==> src/design/backup_supply_pkg.sv <==
/*
 Constants for the backup-domain supply control: register offset, field
 layout, level codes, reset values and the output mode encoding.
 Assumes a byte-wide register port supplied by the serial control port logic.
*/
// Behaviour
// - Decode codes 000-110 to levels, 111 reserved
// - Reset to 110 unless OTP default given
// - First coin insertion forces 1.0 V output
// - Leave first-insertion state once main input applied
// - Code 110: main regulator above, switch below
// - Codes 000-101: regulator from main or coin
// - Main input wins when above its threshold
// - Backup output can never be turned off
// - Level field bits 2:0 at address 0x6b
// - Level applies only with valid input present
`default_nettype none
package backup_supply_pkg;
	localparam logic [7:0] backup_supply_ctrl_addr = 8'h6b;
	localparam int level_lsb = 0;
	localparam int level_width = 3;
	localparam logic [2:0] level_reset = 3'h6;
	localparam logic [2:0] level_1v0 = 3'h0;
	localparam logic [2:0] level_3v0 = 3'h6;
	localparam logic [2:0] level_reserved = 3'h7;
	localparam logic [7:0] unused_mask = 8'hf8;

	typedef enum logic [1:0] {
		mode_main_regulator,
		mode_coin_regulator,
		mode_coin_switch
	} supply_mode_type;
endpackage : backup_supply_pkg
`default_nettype wire

==> src/design/backup_supply_select_ctrl.sv <==
/*
 Control logic of the always-on backup supply: level register, source and
 mode selection from main input comparators, first-insertion handling.
 Assumes comparator and presence inputs arrive asynchronously from analog.
*/
`timescale 1ns/1ns
`default_nettype none
module backup_supply_select_ctrl
	import backup_supply_pkg::*;
(
	// Clock and reset
	input wire logic clock,
	input wire logic srst,
	// OTP default
	input wire logic otp_level_valid,
	input wire logic [2:0] otp_level,
	// Register port
	input wire logic reg_write,
	input wire logic reg_read,
	input wire logic [7:0] reg_addr,
	input wire logic [7:0] reg_wdata,
	output logic [7:0] reg_rdata,
	output logic reg_rvalid,
	// Analog status
	input wire logic main_high_rise,
	input wire logic main_high_fall,
	input wire logic main_low_rise,
	input wire logic main_low_fall,
	input wire logic coin_present,
	// Output control
	output logic [2:0] backup_level_sel,
	output logic [1:0] supply_mode,
	output logic backup_domain_output_en,
	output logic level_valid,
	output logic first_insertion
);
	// Synchroniser stages, one bit per analog status input
	logic [4:0] sync1_reg, sync2_reg;
	// Synchronised status, named by meaning
	logic high_rise_sync;
	logic high_fall_sync;
	logic low_rise_sync;
	logic low_fall_sync;
	logic coin_sync;
	// Level and supply state
	logic [2:0] level_reg;
	logic main_on_reg;
	logic first_reg;
	logic otp_load_reg;
	// Decoded views of the level code and the state
	logic reg_hit;
	logic level_is_switch_code;
	logic level_is_reserved;
	logic rise_seen;
	logic fall_seen;
	logic first_hold;
	logic [2:0] level_sel_next;
	logic level_valid_next;
	supply_mode_type mode_next;

	// Two-stage synchronisers for analog inputs
	always_ff @(posedge clock) begin
		if (srst) begin
			sync1_reg <= 5'h00;
			sync2_reg <= 5'h00;
		end else begin
			sync1_reg <= {coin_present, main_low_fall, main_low_rise, main_high_fall, main_high_rise};
			sync2_reg <= sync1_reg;
		end
	end

	assign high_rise_sync = sync2_reg[0];
	assign high_fall_sync = sync2_reg[1];
	assign low_rise_sync = sync2_reg[2];
	assign low_fall_sync = sync2_reg[3];
	assign coin_sync = sync2_reg[4];

	// Only one address is mapped on the register port
	assign reg_hit = reg_addr == backup_supply_ctrl_addr;

	// Code 110 alone may fall back to the pass switch
	assign level_is_switch_code = level_reg == level_3v0;
	assign level_is_reserved = level_reg == level_reserved;

	// Each level group watches its own comparator pair
	always_comb begin
		if (level_is_switch_code) begin
			rise_seen = high_rise_sync;
			fall_seen = high_fall_sync;
		end else begin
			rise_seen = low_rise_sync;
			fall_seen = low_fall_sync;
		end
	end

	// Hysteresis: rise sets, fall clears, rise wins when both
	always_ff @(posedge clock) begin
		if (srst) begin
			main_on_reg <= 1'b0;
		end else if (rise_seen) begin
			main_on_reg <= 1'b1;
		end else if (fall_seen) begin
			main_on_reg <= 1'b0;
		end
	end

	// One-shot strobe that lets the OTP default in after reset
	always_ff @(posedge clock) begin
		if (srst) begin
			otp_load_reg <= 1'b1;
		end else begin
			otp_load_reg <= 1'b0;
		end
	end

	// Level register; a write in the load cycle beats the OTP default
	always_ff @(posedge clock) begin
		if (srst) begin
			level_reg <= level_reset;
		end else if (reg_write && reg_hit) begin
			level_reg <= reg_wdata[level_lsb +: level_width];
		end else if (otp_load_reg && otp_level_valid) begin
			level_reg <= otp_level;
		end
	end

	// Read strobe echoed one cycle later
	always_ff @(posedge clock) begin
		if (srst) begin
			reg_rvalid <= 1'b0;
		end else begin
			reg_rvalid <= reg_read;
		end
	end

	// Read data: level in the low bits, unused bits and other addresses zero
	always_ff @(posedge clock) begin
		if (srst) begin
			reg_rdata <= 8'h00;
		end else if (reg_read && reg_hit) begin
			reg_rdata <= {5'h00, level_reg} & ~unused_mask;
		end else begin
			reg_rdata <= 8'h00;
		end
	end

	// First insertion lasts until the main input is first seen
	always_ff @(posedge clock) begin
		if (srst) begin
			first_reg <= 1'b1;
		end else if (main_on_reg) begin
			first_reg <= 1'b0;
		end
	end

	// The 1.0 V hold ends in the same cycle as the main input is seen
	assign first_hold = first_reg && !main_on_reg;

	// Coin alone with code 110 stays a regulator until first main input
	always_comb begin
		if (main_on_reg) begin
			mode_next = mode_main_regulator;
		end else if (level_is_switch_code && !first_reg) begin
			mode_next = mode_coin_switch;
		end else begin
			mode_next = mode_coin_regulator;
		end
	end

	// Applied level: forced to 1.0 V during first insertion
	always_comb begin
		if (first_hold) begin
			level_sel_next = level_1v0;
		end else begin
			level_sel_next = level_reg;
		end
	end

	// A level only counts with a live source and a defined code
	assign level_valid_next = (main_on_reg || coin_sync) && !level_is_reserved;

	// Applied level output
	always_ff @(posedge clock) begin
		if (srst) begin
			backup_level_sel <= level_1v0;
		end else begin
			backup_level_sel <= level_sel_next;
		end
	end

	// Supply mode output
	always_ff @(posedge clock) begin
		if (srst) begin
			supply_mode <= 2'(mode_coin_regulator);
		end else begin
			supply_mode <= 2'(mode_next);
		end
	end

	// No path turns the output off
	always_ff @(posedge clock) begin
		if (srst) begin
			backup_domain_output_en <= 1'b1;
		end else begin
			backup_domain_output_en <= 1'b1;
		end
	end

	// Level validity output
	always_ff @(posedge clock) begin
		if (srst) begin
			level_valid <= 1'b0;
		end else begin
			level_valid <= level_valid_next;
		end
	end

	// First insertion flag output
	always_ff @(posedge clock) begin
		if (srst) begin
			first_insertion <= 1'b1;
		end else begin
			first_insertion <= first_hold;
		end
	end
endmodule : backup_supply_select_ctrl
`default_nettype wire

==> config.mk <==
export PLATFORM = sky130hd
export DESIGN_NAME = backup_supply_select_ctrl
export DESIGN_NICKNAME = d
export VERILOG_FILES = /design/src/design/backup_supply_pkg.sv /design/src/design/backup_supply_select_ctrl.sv
export SDC_FILE = /design/constraint.sdc
export NUM_CORES = 1
export LEC_CHECK = 0
export BUFFER_PORTS_ARGS = -buffer_cell sky130_fd_sc_hd__buf_2
export CORE_MARGIN = 1.5
export CORE_UTILIZATION = 30
export DETAILED_ROUTE_END_ITERATION = 10
export PLACE_DENSITY = 0.67
export SLEW_MARGIN = 20
export SYNTH_ARGS = -nofsm -noshare
export SYNTH_HDL_FRONTEND = slang
export SYNTH_SLANG_ARGS = --single-unit
==> constraint.sdc <==
create_clock -name clock -period 1 [get_ports clock]
set_input_delay 0 -clock clock [delete_from_list [all_inputs] [get_ports clock]]
set_output_delay 0 -clock clock [all_outputs]
set_load 0.03 [all_outputs]
==> out/results.ini <==
[pwr]
intPower_mw=1.43
p_switching_mw=0.494
p_leak_nw=0.581
combPwrFrac=0.165
ir_drop_mv=0.664
seqPwrFrac=0.609
power_mw=1.92
p_clk_frac=0.226
power_density_mw_per_mm2=1490
sw_frac_of_total=0.257

[worst_hold_path]
min_path_cells=2
hold_path_class=in2reg

[clock_tree]
cts_root_buf=clkbuf_4
cts_made_buffers=3
clock_latency_ns=0.31
ctsLongestPathBuffers=2
cts_tree=done
cts.clk_slew.worst_paths_ns=0.13
htreeDepth=1
cts_sinks=27

[yosys]
avgSynthCellArea_um2=10.8
yosysUniqueCellTypes=27
synth_common_cells=27 x dfxtp_1, 13 x nor2b_1, 6 x and2_1, 6 x buf_4, 5 x inv_1
synth_cells=88
synth-seq-cells=27
synth_top_area_frac=0.567
yosys_warnings=0
synthFlopType=dfxtp_1
synth_edf_count=0
yosysTopAreaCell=dfxtp_1
yosysSeqAreaShare=0.567
syn_area_um2=953
synth.most_common_cell=dfxtp_1
synth_area_leaders=dfxtp_1 57%, nor2b_1 8.5%, buf_4 4.7%
synth-async-reset-ratio=0

[timing]
finalSetupViolations=0
setup_ws_ns=0.00934
hold_violations=0
timing.fmax_mhz=1010
fin_crit_ns=0.991
slew_viol_final=0
finalClockSkew_ns=0.00249
rsz0062_at_grt=yes
period_share=0.991

[critical_path]
arrival_ns=1.19
rr_worst_depth=3
path_delay_family=simple AND/OR/NAND/NOR gates
slowest_delay_ns=0.36
slowest_stage=dfxtp_2
cp-end-kind=register
cp_max_fo=5
required_ns=1.20
start_kind=register
path_buf_inv=0
path_cells=nand3b_1 > nor3_2 > a211oi_2
critical_path_class=reg2reg
crit_cells=3

[placed_design]
gp_congestion=0.835
dp_cells=165
dp_worst_setup_slack_ns=0.0353
io_buffers=34
detailed_place_hpwl_mm=1.15

[routing]
antenna_left=0
drt_iter0_drc=6
dr.pass1.iters=4
via_per_inst=4.00
vias=708
wirelength_mm=1.64
drc_errors=0
wl_per_cell_um=9.25

[floorplan]
dieArea_mm2=0.00353
chipHeight_um=59.4
die_w_um=59.4
pin_count=46
initial_core_util=0.315
rows=20
core_area_mm2=0.00303

[global_routing]
grt_pass1_wl_mm=2.72
antenna_found_initial=0
first_global_vias=625
grt_use_total=0.102
overflow=0
grt_max_degree=16

[finish]
fin_cells=177
final_nets=163
diodes=0
drive_gt1_frac=0.398
synthToLayoutAreaGrowth_pct=35.7
fill_cells=306

[outcome]
status=finished, final reports clean

[job]
drv_cap=0

power groups by stage:
stage | registers [mW] | clock network, mW | logic, mW
global route | 1.18 | 0.507 | 0.346
CTS | 1.17 | 0.454 | 0.304
floorplan | 1.24 | 0 | 0.145
finish | 1.17 | 0.435 | 0.316
global placement | 1.19 | 0 | 0.272
detailed placement | 1.19 | 0 | 0.276
metal layers:
metal  GRT usage  up-vias  part of all wire
li1            -      365                 -
met1       0.122      320              0.42
met2       0.174       21              0.53
met3      0.0218        2             0.042
met4      0.0455        0             0.013
met5           0        -                 0
area by class of cell:
type,instances,area [um^2],share of cell area
tap,44,55.1,0.0426
clock buffer,3,22.5,0.0174
sequential,27,546,0.422
inverter,5,18.8,0.0145
timing repair buffer,45,273,0.211
multi-input combinational,52,374,0.289
clock inverter,1,5.00,0.00387
cells by family (layout without fill, tap and decap cells):
logic type / after synthesis / in the layout / share of synthesized area
compound gates: 9 / 9 / 0.0643
buf+inv: 13 / 54 / 0.0761
flops: 27 / 27 / 0.567
mux: 3 / 3 / 0.0367
other cells: 2 / 6 / 0.00788
simple gates: 34 / 34 / 0.248
cells in the final DEF, fill, tap and decap left out, drive strengths merged:
cell type,netlist,routed
inv,5,5
and3,2,2
nor4,1,1
nor2,3,3
a21bo,1,1
a211oi,3,3
nor3,2,2
buf,7,37
conb,2,6
mux2,1,1
dlygate4sd3,0,8
nand3b,1,1
o21ai,1,1
and2,6,6
nand2,1,1
nand3,1,1
a311oi,1,1
clkbuf,1,3
clkinv,0,1
a21oi,3,3
nor2b,13,13
nand2b,1,1
nand4b,1,1
nor3b,1,1
nand4bb,1,1
dfxtp,27,27
mux2i,2,2
worst paths after layout:
| kind | startpoint | endpoint | slack, ns |
|---|---|---|---|
| worst min register to register | sync1_reg[2] | sync2_reg[2] | 0.46 |
| worst max register to register | level_reg[0] | main_on_reg | 0.009 |
| worst min-delay path | srst | main_on_reg | 0.03 |
| worst max-delay path | level_reg[0] | main_on_reg | 0.009 |
metrics by stage:
stage	TNS [ns]	instance area, um^2	hold slack (ns)	util
after floorplan	0	968	0.0277	-
after global placement	0	1160	0.214	0.384
after detailed placement	0	1160	0.212	0.384
after CTS	0	1270	0.0202	0.421
after global routing	-0.0433	1290	0.0360	0.427
final	0	1290	0.0253	0.427
repair_timing:
| item | in CTS | in global routing |
|---|---|---|
| endpoints found under the hold margin | 8 | 0 |
| setup endpoints to repair | 1 | 9 |
| buffers inserted | 0 | 0 |
| resized for setup | 1 | 7 |
| hold buffers | 8 | 0 |
| pin swaps | 0 | 0 |
(Power assumes the default switching activity.)
